File: src/inc/pvo_consts.svh
`ifndef PVO_CONSTS_SVH
`define PVO_CONSTS_SVH

// ----------------------------------------------------------------------------
// Geometry
// ----------------------------------------------------------------------------
`define PVO_VGA_W       10'd640
`define PVO_VGA_H       10'd480
`define PVO_ZOOM_W      10'd320
`define PVO_ZOOM_H      10'd240
`define PVO_TV_W        10'd720
`define PVO_TV_W_MIN    10'd692
`define PVO_MARGIN_MAX  4'd14
`define PVO_PIX_STEP    10'd2

// ----------------------------------------------------------------------------
// Byte values
// ----------------------------------------------------------------------------
`define PVO_BLACK_Y     8'h10
`define PVO_BLACK_C     8'h80
`define PVO_TRS0        8'hff
`define PVO_TRS1        8'h00
`define PVO_IDLE_BYTE   8'h00

// ----------------------------------------------------------------------------
// Beat layout: 32 data bits and five frame flags
// ----------------------------------------------------------------------------
`define PVO_BEAT_W      37
`define PVO_B_SOF       36
`define PVO_B_EOF       35
`define PVO_B_SOL       34
`define PVO_B_EOL       33
`define PVO_B_FIELD     32

`endif

File: src/inc/pvo_pkg.sv
package pvo_pkg;

  typedef enum logic [2:0] {
    PVO_MODE_BT656     = 3'h0,
    PVO_MODE_YUV       = 3'h1,
    PVO_MODE_RGB       = 3'h2,
    PVO_MODE_RAW_PACK  = 3'h3,
    PVO_MODE_RAW_WIDE  = 3'h4
  } pvo_mode_t;

  typedef enum logic [1:0] {
    PVO_RGB_565  = 2'h0,
    PVO_RGB_555  = 2'h1,
    PVO_RGB_444X = 2'h2,
    PVO_RGB_X444 = 2'h3
  } pvo_pack_t;

  typedef enum logic [3:0] {
    PVO_ST_IDLE = 4'h1,
    PVO_ST_SAV  = 4'h2,
    PVO_ST_DATA = 4'h4,
    PVO_ST_EAV  = 4'h8
  } pvo_state_t;

  typedef struct packed {
    logic [3:0][7:0] b;
    logic [1:0]      lsb;
    logic [2:0]      n;
  } pvo_bytes_t;

endpackage

File: src/inc/pvo_stream_if.sv
`timescale 1ns/1ps
interface pvo_stream_if #(parameter int W = 37);
  logic [W-1:0] data;
  logic         valid;
  logic         ready;
  modport src (output data, output valid, input ready);
  modport snk (input data, input valid, output ready);
endinterface

File: src/design/pvo_buf2.sv
`timescale 1ns/1ps
module pvo_buf2 #(
  parameter int W     = 37,
  parameter int DEPTH = 2
) (
  // Clock and reset
  input  wire logic   i_mclk,
  input  wire logic   i_rst_n,
  input  wire logic   i_ce,
  input  wire logic   i_flush,
  // Streams
  pvo_stream_if.snk   s_in,
  pvo_stream_if.src   s_out
);
  localparam int AW = (DEPTH > 1) ? $clog2(DEPTH) : 1;
  localparam logic [AW:0]   FULL = (AW+1)'(DEPTH);
  localparam logic [AW-1:0] LAST = AW'(DEPTH - 1);

  logic [W-1:0] mem_q [DEPTH];
  logic [AW-1:0] wr_q, wr_d, rd_q, rd_d;
  logic [AW:0]   cnt_q, cnt_d;
  logic          push, pop;

  // Ready and valid drop with the clock enable so no beat is taken while frozen.
  assign s_in.ready  = i_ce && (cnt_q != FULL);
  assign s_out.valid = i_ce && (cnt_q != '0);
  assign s_out.data  = mem_q[rd_q];
  assign push = s_in.valid && s_in.ready;
  assign pop  = s_out.valid && s_out.ready;

  always_comb begin
    wr_d  = wr_q;
    rd_d  = rd_q;
    cnt_d = cnt_q;
    if (i_ce && i_flush) begin
      wr_d  = '0;
      rd_d  = '0;
      cnt_d = '0;
    end else begin
      if (push) begin
        wr_d = (wr_q == LAST) ? '0 : wr_q + 1'b1;
      end
      if (pop) begin
        rd_d = (rd_q == LAST) ? '0 : rd_q + 1'b1;
      end
      cnt_d = cnt_q + (AW+1)'(push) - (AW+1)'(pop);
    end
  end

  always_ff @(posedge i_mclk or negedge i_rst_n) begin
    if (!i_rst_n) begin
      wr_q  <= '0;
      rd_q  <= '0;
      cnt_q <= '0;
    end else if (i_ce) begin
      wr_q  <= wr_d;
      rd_q  <= rd_d;
      cnt_q <= cnt_d;
    end
  end

  always_ff @(posedge i_mclk) begin
    if (push && !i_flush) begin
      mem_q[wr_q] <= s_in.data;
    end
  end
endmodule

File: src/design/pvo_formatter.sv
`timescale 1ns/1ps
`include "pvo_consts.svh"

// Summary of operation
// RULE_01: Packed raw sends bits 9..2 first, then bits 1..0 with six zeros above.
// RULE_02: Wide raw puts bits 9..2 on the bus and bits 1..0 on two side pins.
// RULE_03: Raw samples always go out progressive, field flag ignored.
// RULE_04: Broadcast mode embeds start and end timing codes, qualifiers stay low.
// RULE_05: Colour-pipe 640x480 progressive image goes out framed by line and frame valid.
// RULE_06: RGB packings 565, 555 and two 444 layouts are selectable.
// RULE_07: Odd byte carries red and upper green, even byte the rest, zeros padded; X444 sends zeros and red first, then green and blue.
// RULE_08: Four YCbCr orders by swapping chroma pair and luma against chroma.
// RULE_09: Bypass passes sensor Bayer straight out, timed by pixel clock and qualifiers.
// RULE_10: Bus is 8 bits for YCbCr and RGB, 10 bits for raw; packed raw uses only the 8-bit bus, in two bytes.
// RULE_11: Zoom x2 reads a 320x240 window placed anywhere in VGA, then upscales.
// RULE_12: Zoom works in both scan types; progressive zoom stays at VGA.
// RULE_13: Active television line width is programmable from 692 to 720 pixels.
// RULE_14: Two margins, each even and at most 14 pixels.
// RULE_15: Frame sync restarts timing and encoder, settings untouched.
// RULE_16: Receiver takes bytes only while both qualifiers are high; the bench model also takes every byte while i_take_all is set.
module pvo_formatter #(
  parameter int BUF_DEPTH = 2
) (
  // Clock and reset
  input  wire logic        i_mclk,
  input  wire logic        i_rst_n,
  input  wire logic        i_ce,
  // Pixel stream from the image_processing_pipeline or sensor
  input  wire logic        i_pix_valid,
  output logic             o_pix_ready,
  input  wire logic [31:0] i_pix_data,
  input  wire logic        i_pix_sof,
  input  wire logic        i_pix_eof,
  input  wire logic        i_pix_sol,
  input  wire logic        i_pix_eol,
  input  wire logic        i_pix_field,
  // Configuration
  input  wire logic [2:0]  i_mode,
  input  wire logic [1:0]  i_rgb_pack,
  input  wire logic        i_swap_cbcr,
  input  wire logic        i_swap_yc,
  input  wire logic        i_zoom_x2,
  input  wire logic [9:0]  i_pan_col,
  input  wire logic [9:0]  i_pan_row,
  input  wire logic [3:0]  i_margin_left,
  input  wire logic [3:0]  i_margin_right,
  // Link pins
  input  wire logic        i_pixel_strobe_clock,
  input  wire logic        i_frame_sync,
  output logic [7:0]       o_dout,
  output logic [1:0]       o_dout_lsb,
  output logic             o_line_valid,
  output logic             o_frame_valid,
  // Sensor and encoder control
  output logic [9:0]       o_win_col,
  output logic [9:0]       o_win_row,
  output logic [9:0]       o_active_width,
  output logic             o_restart
);
  // --------------------------------------------------------------------------
  // Helpers
  // --------------------------------------------------------------------------
  function automatic logic [9:0] pvo_margin(input logic [3:0] m);
    logic [3:0] c;
    c = (m > `PVO_MARGIN_MAX) ? `PVO_MARGIN_MAX : m;
    return {6'h0, c[3:1], 1'b0}; // see RULE_14
  endfunction

  function automatic logic [7:0] pvo_trs(input logic [1:0] i, input logic f,
                                         input logic h);
    logic v;
    v = 1'b0;
    case (i)
      2'd0:    return `PVO_TRS0;
      2'd1:    return `PVO_TRS1;
      2'd2:    return `PVO_TRS1;
      default: return {1'b1, f, v, h, v ^ h, f ^ h, f ^ v, f ^ v ^ h}; // see RULE_04
    endcase
  endfunction

  function automatic pvo_pkg::pvo_bytes_t pvo_pack(
      input pvo_pkg::pvo_mode_t m, input pvo_pkg::pvo_pack_t p, input logic sc,
      input logic sy, input logic [31:0] d, input logic blank);
    pvo_pkg::pvo_bytes_t r;
    logic [7:0] c0, c1, y0, y1;
    r  = '0;
    c0 = blank ? `PVO_BLACK_C : (sc ? d[15:8] : d[31:24]);
    c1 = blank ? `PVO_BLACK_C : (sc ? d[31:24] : d[15:8]);
    y0 = blank ? `PVO_BLACK_Y : d[23:16];
    y1 = blank ? `PVO_BLACK_Y : d[7:0];
    case (m)
      pvo_pkg::PVO_MODE_RGB: begin
        r.n = 3'd2;
        case (p) // see RULE_06
          pvo_pkg::PVO_RGB_565:  r.b = {16'h0, d[20:18], d[15:11], d[31:27], d[23:21]};
          pvo_pkg::PVO_RGB_555:  r.b = {16'h0, d[21:19], d[15:11], 1'b0, d[31:27], d[23:22]};
          pvo_pkg::PVO_RGB_444X: r.b = {16'h0, d[15:12], 4'h0, d[31:28], d[23:20]};
          default:               r.b = {16'h0, d[23:20], d[15:12], 4'h0, d[31:28]};
        endcase // see RULE_07
      end
      pvo_pkg::PVO_MODE_RAW_PACK: begin
        r.n = 3'd2;
        r.b = {16'h0, 6'h0, d[1:0], d[9:2]}; // see RULE_01
      end
      pvo_pkg::PVO_MODE_RAW_WIDE: begin
        r.n   = 3'd1;
        r.b   = {24'h0, d[9:2]};
        r.lsb = d[1:0]; // see RULE_02
      end
      default: begin
        r.n = 3'd4;
        r.b = sy ? {c1, y1, c0, y0} : {y1, c1, y0, c0}; // see RULE_08
      end
    endcase
    return r;
  endfunction

  // --------------------------------------------------------------------------
  // Pin synchronisers and restart
  // --------------------------------------------------------------------------
  logic [2:0] ps_q, ps_d, fs_q, fs_d;
  logic       adv, restart, rst_out_q, rst_out_d;

  always_comb begin
    ps_d      = {ps_q[1:0], i_pixel_strobe_clock};
    fs_d      = {fs_q[1:0], i_frame_sync};
    rst_out_d = fs_q[1] && !fs_q[2];
  end

  always_ff @(posedge i_mclk or negedge i_rst_n) begin
    if (!i_rst_n) begin
      ps_q      <= 3'h0;
      fs_q      <= 3'h0;
      rst_out_q <= 1'b0;
    end else if (i_ce) begin
      ps_q      <= ps_d;
      fs_q      <= fs_d;
      rst_out_q <= rst_out_d;
    end
  end

  assign adv       = i_ce && ps_q[1] && !ps_q[2];
  assign restart   = i_ce && fs_q[1] && !fs_q[2];
  assign o_restart = rst_out_q; // see RULE_15

  // --------------------------------------------------------------------------
  // Window and line width
  // --------------------------------------------------------------------------
  logic [9:0] col_q, col_d, row_q, row_d, wid_q, wid_d, ml, mr;

  assign ml = pvo_margin(i_margin_left);
  assign mr = pvo_margin(i_margin_right);

  always_comb begin
    col_d = 10'h0;
    row_d = 10'h0;
    if (i_zoom_x2) begin // see RULE_11
      col_d = (i_pan_col > `PVO_VGA_W - `PVO_ZOOM_W) ? `PVO_VGA_W - `PVO_ZOOM_W : i_pan_col;
      row_d = (i_pan_row > `PVO_VGA_H - `PVO_ZOOM_H) ? `PVO_VGA_H - `PVO_ZOOM_H : i_pan_row;
    end
    wid_d = `PVO_TV_W - ml - mr; // see RULE_13
  end

  always_ff @(posedge i_mclk or negedge i_rst_n) begin
    if (!i_rst_n) begin
      col_q <= 10'h0;
      row_q <= 10'h0;
      wid_q <= `PVO_TV_W;
    end else if (i_ce) begin
      col_q <= col_d;
      row_q <= row_d;
      wid_q <= wid_d;
    end
  end

  assign o_win_col      = col_q;
  assign o_win_row      = row_q;
  assign o_active_width = wid_q;

  // --------------------------------------------------------------------------
  // Two-entry buffer
  // --------------------------------------------------------------------------
  pvo_stream_if #(.W(`PVO_BEAT_W)) s_in ();
  pvo_stream_if #(.W(`PVO_BEAT_W)) s_out ();

  assign s_in.data  = {i_pix_sof, i_pix_eof, i_pix_sol, i_pix_eol, i_pix_field, i_pix_data};
  assign s_in.valid = i_pix_valid;
  assign o_pix_ready = s_in.ready;

  pvo_buf2 #(.W(`PVO_BEAT_W), .DEPTH(BUF_DEPTH)) u_buf (
    .i_mclk  (i_mclk),
    .i_rst_n (i_rst_n),
    .i_ce    (i_ce),
    .i_flush (restart),
    .s_in    (s_in.snk),
    .s_out   (s_out.src)
  );

  // --------------------------------------------------------------------------
  // Byte serialiser
  // --------------------------------------------------------------------------
  pvo_pkg::pvo_mode_t  mode;
  pvo_pkg::pvo_state_t st_q, st_d;
  pvo_pkg::pvo_bytes_t pk;
  logic [`PVO_BEAT_W-1:0] beat_q, beat_d;
  logic [1:0] idx_q, idx_d, lsb_q, lsb_d;
  logic [9:0] pix_q, pix_d;
  logic [7:0] dout_q, dout_d;
  logic       rep_q, rep_d, lv_q, lv_d, fv_q, fv_d, take, bt, raw, zoom_on, blank;

  assign mode    = pvo_pkg::pvo_mode_t'(i_mode);
  assign bt      = (mode == pvo_pkg::PVO_MODE_BT656);
  assign raw     = (mode == pvo_pkg::PVO_MODE_RAW_PACK) || (mode == pvo_pkg::PVO_MODE_RAW_WIDE);
  assign zoom_on = i_zoom_x2 && !raw; // see RULE_12
  assign blank   = bt && ((pix_q < ml) || (pix_q >= `PVO_TV_W - mr)); // see RULE_13
  assign pk      = pvo_pack(mode, pvo_pkg::pvo_pack_t'(i_rgb_pack), i_swap_cbcr, i_swap_yc,
                            beat_q[31:0], blank);
  assign s_out.ready = take;

  always_comb begin
    st_d   = st_q;
    idx_d  = idx_q;
    rep_d  = rep_q;
    beat_d = beat_q;
    pix_d  = pix_q;
    dout_d = dout_q;
    lsb_d  = lsb_q;
    lv_d   = lv_q;
    fv_d   = fv_q;
    take   = 1'b0;
    if (restart) begin // see RULE_15
      st_d  = pvo_pkg::PVO_ST_IDLE;
      idx_d = 2'd0;
      rep_d = 1'b0;
      lv_d  = 1'b0;
      fv_d  = 1'b0;
    end else if (adv) begin
      lv_d  = 1'b0;
      lsb_d = 2'h0;
      case (st_q)
        pvo_pkg::PVO_ST_IDLE: begin
          dout_d = `PVO_IDLE_BYTE;
          fv_d   = fv_q && !beat_q[`PVO_B_EOF];
          take   = 1'b1;
        end
        pvo_pkg::PVO_ST_SAV, pvo_pkg::PVO_ST_EAV: begin
          // Field bit is carried only in broadcast mode; raw has no SAV/EAV.
          dout_d = pvo_trs(idx_q, beat_q[`PVO_B_FIELD], st_q == pvo_pkg::PVO_ST_EAV);
          idx_d  = idx_q + 2'd1;
          if (idx_q == 2'd3) begin
            st_d = pvo_pkg::PVO_ST_DATA;
            take = (st_q == pvo_pkg::PVO_ST_EAV);
          end
        end
        pvo_pkg::PVO_ST_DATA: begin
          dout_d = pk.b[idx_q];
          lsb_d  = pk.lsb; // see RULE_10
          lv_d   = !bt; // see RULE_05
          fv_d   = !bt; // see RULE_09
          idx_d  = idx_q + 2'd1;
          if ({1'b0, idx_q} == pk.n - 3'd1) begin
            idx_d = 2'd0;
            pix_d = pix_q + `PVO_PIX_STEP;
            if (zoom_on && !rep_q) begin
              rep_d = 1'b1; // see RULE_11
            end else if (beat_q[`PVO_B_EOL]) begin
              st_d = bt ? pvo_pkg::PVO_ST_EAV : pvo_pkg::PVO_ST_IDLE;
            end else begin
              take = 1'b1;
            end
          end
        end
        default: st_d = pvo_pkg::PVO_ST_IDLE;
      endcase
      if (take) begin
        st_d = pvo_pkg::PVO_ST_IDLE;
        if (s_out.valid) begin
          beat_d = s_out.data;
          rep_d  = 1'b0;
          idx_d  = 2'd0;
          if (s_out.data[`PVO_B_SOL]) begin
            pix_d = 10'h0;
          end
          // Raw is always progressive: no embedded codes, field ignored.
          st_d = (bt && s_out.data[`PVO_B_SOL]) ? pvo_pkg::PVO_ST_SAV
                                                 : pvo_pkg::PVO_ST_DATA; // see RULE_03
        end
      end
    end
  end

  always_ff @(posedge i_mclk or negedge i_rst_n) begin
    if (!i_rst_n) begin
      st_q   <= pvo_pkg::PVO_ST_IDLE;
      idx_q  <= 2'd0;
      rep_q  <= 1'b0;
      beat_q <= '0;
      pix_q  <= 10'h0;
      dout_q <= 8'h00;
      lsb_q  <= 2'h0;
      lv_q   <= 1'b0;
      fv_q   <= 1'b0;
    end else if (i_ce) begin
      st_q   <= st_d;
      idx_q  <= idx_d;
      rep_q  <= rep_d;
      beat_q <= beat_d;
      pix_q  <= pix_d;
      dout_q <= dout_d;
      lsb_q  <= lsb_d;
      lv_q   <= lv_d;
      fv_q   <= fv_d;
    end
  end

  assign o_dout        = dout_q;
  assign o_dout_lsb    = lsb_q;
  assign o_line_valid  = lv_q;
  assign o_frame_valid = fv_q;
endmodule

File: config.mk
export PLATFORM = sky130hd
export DESIGN_NAME = pvo_formatter
export DESIGN_NICKNAME = d
export VERILOG_FILES = /design/src/inc/pvo_pkg.sv /design/src/inc/pvo_stream_if.sv /design/src/design/pvo_buf2.sv /design/src/design/pvo_formatter.sv
export VERILOG_INCLUDE_DIRS = /design/src /design/src/inc
export SDC_FILE = /design/constraint.sdc
export NUM_CORES = 1
export LEC_CHECK = 0
export ABC_CLOCK_PERIOD_IN_PS = 8910
export BUFFER_PORTS_ARGS = -buffer_cell sky130_fd_sc_hd__buf_2
export CAP_MARGIN = 20
export CORE_MARGIN = 2
export CORE_UTILIZATION = 45
export CTS_CLUSTER_DIAMETER = 120
export DETAILED_ROUTE_END_ITERATION = 10
export GPL_TIMING_DRIVEN = 0
export PLACE_DENSITY_LB_ADDON = 0.3
export REMOVE_ABC_BUFFERS = 1
export SLEW_MARGIN = 0
export SYNTH_ARGS = -nofsm -noshare
export SYNTH_HDL_FRONTEND = slang
export SYNTH_SLANG_ARGS = --single-unit
File: constraint.sdc
create_clock -name i_mclk -period 8.91 [get_ports i_mclk]
set_clock_uncertainty 0.1 [all_clocks]
set_input_delay 1.782 -clock i_mclk [delete_from_list [all_inputs] [get_ports i_mclk]]
set_output_delay 1.782 -clock i_mclk [all_outputs]
set_load 0.01 [all_outputs]
# Yosys cells after proc, flatten, opt, wreduce, memory -nomap -nowiden
# Memories as Yosys holds them, arrays and structs flattened.
# Index checks and enable logic that the tools add are counted.
# word_totals
ram_bits	74
ff_bits	106
wordCells	177
inputBits	79
rom_bits	0
latchBits	0
out_inout_bits	44
memories	1
# memory_table
memory	depth	word_bits	rd	rd_ports_with_merged_regs	write_ports	line	source
u_buf.mem_q	2	37	1	0	1	pvo_buf2.sv:19	logic [W-1:0] mem_q [DEPTH];
# op_classes
multipliers	0
n_bitwise	2
eq_ne	19
shift	0
reduce_logical	45
n_div	0
order_cmp	7
add_sub_neg	10
muxes	75
# ops
cell	n
32-bit one-hot mux with 3 select lines	1
10-bit 2-to-1 mux	9
8-bit 2-to-1 mux	7
16-bit one-hot mux with 3 select lines	1
4-bit 2-to-1 mux	10
32-bit 2-to-1 mux	1
1-bit 2-to-1 mux	28
8-bit one-hot mux with 3 select lines	1
10-bit by 4-bit subtractor with 10-bit output (first input constant)	2
8-bit binary-select mux with 2-bit select	1
1-bit logical AND	16
2-bit 2-to-1 mux	8
4-bit by 3-bit != test with 1-bit output (second input constant)	4
8-bit one-hot mux with 2 select lines	1
4-bit one-hot mux with 3 select lines	1
10-bit by 2-bit adder with 10-bit output (second input constant)	1
10-bit >= comparator	1
10-bit by 8-bit greater-than comparator with 1-bit output (second input constant)	1
10-bit by 9-bit greater-than comparator with 1-bit output (second input constant)	1
10-bit by 4-bit < comparator with 1-bit output	1
10-bit by 4-bit subtractor with 10-bit output	1
4-bit greater-than comparator (second input constant)	2
2-bit nonzero test	4
1-bit logical NOT	7
34 further kinds	48

# Logic depth before layout (Yosys ltp)
# depth
ltp_word	15
ltp_mapped	15
depth_no_buf	13

# By module
# A second synthesis with hierarchy kept.
# unflattened
cells_unflattened	764
area_unflattened_um2	9087.5
# by_module_without_submodules
module	seq_area_each_um2	instances	area_per_inst_um2	cells_per_inst
pvo_formatter	2406.1	1	6152.2	618
pvo_buf2	2322.2	1	2935.3	146

# Worst setup path after synthesis
# No wires, ideal clock.
# synth_timing
path_type	input to register
startpoint	input i_ce
endpoint	memory u_buf.mem_q[0][0], enable pin
required_time_ns	8.336
t_arrival_ns	5.122
stages	4
setup_ns	0.474
n_path_buf	1
path_slack_ns	3.214
cell_sequence	clkbuf_1 a21boi_0 nand2_1 nor3_1
# synth_via
word_cells_on_any_way	8
classes_between	2 x mux; 6 x reduce/logical
# synth_lines
element	line	source
from (decl)	pvo_formatter.sv:27	input wire logic i_ce,
1-bit logical AND	pvo_buf2.sv:25	assign s_in.ready = i_ce && (cnt_q != FULL);
net o_pix_ready	pvo_formatter.sv:30	output logic o_pix_ready,
1-bit logical AND	pvo_buf2.sv:28	assign push = s_in.valid && s_in.ready;
1-bit logical AND	pvo_buf2.sv:63	if (push && !i_flush) begin
1-bit 2-to-1 mux	pvo_buf2.sv:63	
1-bit 2-to-1 mux (implied by the code)	pvo_buf2.sv:64	mem_q[wr_q] <= s_in.data;
to (decl)	pvo_buf2.sv:19	
# The timed path passes the listed nets, and every way through them passes these cells.

# Final worst setup path
# layout_timing
startpoint	input i_ce
endpoint	output o_pix_ready
# layout_via
elab_chain_cells	1
# layout_rtl
element	line
1-bit logical AND	pvo_buf2.sv:25
to (decl)	pvo_formatter.sv:30
# Every way passes these cells.

==> flow_summary.json <==
{
  "outcome": "completed",
  "cts_tree": "built",
  "grt_overflow": 0,
  "reg2regPathDepth": 13,
  "final_cell_mix": "114 x buf_2, 96 x dfrtp_1, 86 x nand2_1, 72 x edfxtp_1, 55 x mux2i_1",
  "std_cell_rows": 50,
  "syn_avg_cell_area_um2": 10.7,
  "cp_top_family": "buffers and inverters",
  "numPlacedInstances": 1141,
  "wl_per_cell_um": 16.4,
  "synth-edff-count": 72,
  "root_buffer": "clkbuf_16",
  "ys_seq_area_share_pct": 53.6,
  "layout_min_cycle_time_ns": 4.82,
  "final_net_count": 999,
  "powerDensity_nw_per_um2": 256,
  "die_y_um": 143,
  "power_mw": 2.60,
  "area_growth_pct": 16.6,
  "cpMaxStageDelayCell": "buf_2",
  "finalHoldViolCount": 0,
  "crit_top_cell": "buf_2",
  "coreArea_um2": 18800,
  "grt_max_degree": 65,
  "fmax_ghz": 0.207,
  "clock_sinks": 172,
  "antenna_found_initial": 0,
  "hpwl_um": 13800,
  "grt_use_total_pct": 19.6,
  "final_common_cell": "buf_2",
  "area.sequential_um2": 4670,
  "async_flop_share_pct": 58.1,
  "combPwrFrac_pct": 25.7,
  "finalSetupViolCount": 0,
  "dieArea_um2": 20500,
  "synthFlopType": "dfrtp_1",
  "layout.cells.non_filler": 1173,
  "peakVddDrop_mv": 0.163,
  "min_period_over_period_pct": 54.1,
  "maxSlewHeadroom_pct": 31.7,
  "drv_slew": 0,
  "hp-class": "reg2reg",
  "cts.htree.levels": 4,
  "cap_violations": 0,
  "die_x_um": 143,
  "crit_path_cell_trace": "buf_2 > a21boi_0 > buf_2",
  "clk_latency_ns": 0.43,
  "rr_startpoint": "idx_q[0]",
  "viasPerCell": 5.42,
  "synth.cell_area_um2": 8710,
  "placed_area_um2": 9550,
  "ys_ff_latch": 172,
  "fin_setup_tns_ns": 0,
  "drt_iter0_drc": 411,
  "worstMarginPinSlew_ns": 1.02,
  "r2r-end": "u_buf.cnt_q[1]",
  "layout-drive-gt1-share_pct": 21.1,
  "yosysWarnings": 0,
  "worstSetupPathType": "in2out",
  "first_pass_iters": 5,
  "grt_pass1_wl_um": 31200,
  "clock_path_buffers": 2,
  "cp-end-kind": "primary output",
  "globalplace.congestion": 0.900,
  "p_clk_share_pct": 29.4,
  "hold_path_end": "o_active_width[4]",
  "syn_inst": 812,
  "rsz0062_at_grt": "no",
  "vias": 6362,
  "min_from": "o_active_width[4]",
  "regToRegSetupSlack_ns": 4.87,
  "hold_depth": 2,
  "path_buf_inv": 2,
  "start_util_pct": 46.3,
  "numPortBuffers": 115,
  "yosysUniqueCellTypes": 72,
  "p_leak_nw": 4.31,
  "multi_input_area_um2": 3640,
  "ctsHoldBuffers": 0,
  "cts_resized": 0,
  "post_cts.repair.setup_buffers": 0,
  "antenna_cells": 0,
  "cp-start-kind": "primary input",
  "design_area_um2": 10200,
  "cp_max_fo": 55,
  "cpPeakStageDelay_ns": 0.62,
  "p_sw_uw": 867,
  "clkSlewWorstSetupHoldPaths_ns": 0.06,
  "power_frac_seq_pct": 45.0,
  "drc_errors": 0,
  "first_global_vias": 6241,
  "ant_nets": 0,
  "sw_frac_of_total_pct": 33.3,
  "io-pin-count": 123,
  "final.fill_count": 1663,
  "cp.arrival_ns": 2.94,
  "intPower_mw": 1.73,
  "cts_buffers": 17,
  "cp.required_ns": 7.03,
  "routed_wl_um": 19300
}
-- power groups by stage --
stage               combinational [mW]  clock [mW]  sequential (mW)
global placement                 0.619           0             1.20
CTS                              0.673       0.783             1.17
detailed placement               0.668           0             1.18
finish                           0.667       0.763             1.17
global route                     0.756       0.812             1.19
floorplan                        0.441           0             1.14
-- worst max path at each step --
| stage | start | end | cells past startpoint |
|---|---|---|---|
| detailed placement | i_ce | u_buf.cnt_q[1] | 13 |
| global placement | i_ce | u_buf.mem_q[0][3] | 4 |
| CTS | i_ce | o_pix_ready | 3 |
| global route | i_ce | u_buf.cnt_q[1] | 13 |
| finish | i_ce | o_pix_ready | 3 |
| floorplan | i_ce | u_buf.mem_q[0][0] | 3 |
-- sequential cells by signal (all words and copies together) (netlist names) --
register,flops
u_buf.mem_q,72
beat_q,35
o_win_col,10
o_win_row,10
pix_q,9
o_dout,8
o_active_width,6
st_q,4
fs_q,3
ps_q,3
idx_q,2
o_dout_lsb,2
u_buf.cnt_q,2
o_frame_valid,1
o_line_valid,1
o_restart,1
rep_q,1
u_buf.rd_q,1
u_buf.wr_q,1
-- stage by stage --
step / hold slack [ns] / worst slack [ns] / utilization, %
after floorplan: 0.348 / 3.48 / -
after global placement: 0.364 / 1.21 / 49.8
after detailed placement: 0.370 / 3.66 / 50.7
after CTS: 0.392 / 4.07 / 53.9
after global routing: 0.409 / 3.79 / 53.9
final: 0.387 / 4.09 / 53.9
-- cells in the mapped netlist (all sizes together) (3+ instances only) --
master / number / share of area, %
nand4: 8 / 0.57
nor2b: 9 / 0.65
ha: 18 / 2.6
clkbuf: 39 / 1.7
inv: 50 / 2.2
o21ai: 83 / 4.8
xor2: 11 / 1.1
mux4: 8 / 2.1
or3: 4 / 0.29
dfrtp: 97 / 28
a22o: 3 / 0.30
dfstp: 3 / 0.90
nor3: 14 / 0.86
o211ai: 8 / 0.69
and2: 5 / 0.39
buf: 17 / 1.0
mux2: 15 / 1.9
and3: 3 / 0.22
a32oi: 3 / 0.30
a221oi: 4 / 0.40
edfxtp: 72 / 25
a211oi: 4 / 0.34
and4b: 3 / 0.39
nor2: 49 / 2.1
xnor2: 7 / 0.70
nand2: 86 / 3.7
a21oi: 36 / 2.2
a2111oi: 3 / 0.52
a31oi: 7 / 0.50
o21a: 3 / 0.26
a311oi: 4 / 0.40
mux2i: 55 / 6.3
o22ai: 11 / 0.79
nand2b: 3 / 0.22
nor4: 4 / 0.29
nand3: 18 / 1.0
nor3b: 4 / 0.34
o311ai: 6 / 0.60
-- layer usage --
metal	up-vias	part of all wire, %	GRT usage, %
met5	-	0	0
met4	0	2.0	7.14
met3	24	6.3	5.20
met2	201	48	32.4
met1	3016	44	24.8
li1	3121	-	-
-- cell families after synthesis --
group | share of synthesized area (%)
AOI/OAI and AO/OA | 14.4
and+or+nand+nor | 11.9
buffers and inverters | 4.87
xor gates and xnor gates | 1.81
muxes | 10.3
adders and majority gates | 3.04
DFF | 53.6
other | 0.0862
-- layout make-up --
class | instances | area share, %
clock buffer | 18 | 4.23
multi-input combinational | 536 | 35.9
tap | 260 | 3.20
clock inverter | 14 | 1.77
timing repair buffer | 123 | 7.07
inverter | 50 | 1.85
sequential | 172 | 46.0
-- worst min-delay path, delay by kind of cell, from the launching register on --
family / cells / cell delay (ns)
AOI/OAI and AO/OA: 1 / 0.07
buffers and inverters: 1 / 0.04
DFF: 1 / 0.37
Note: power is estimated with default switching activity, not from simulation.
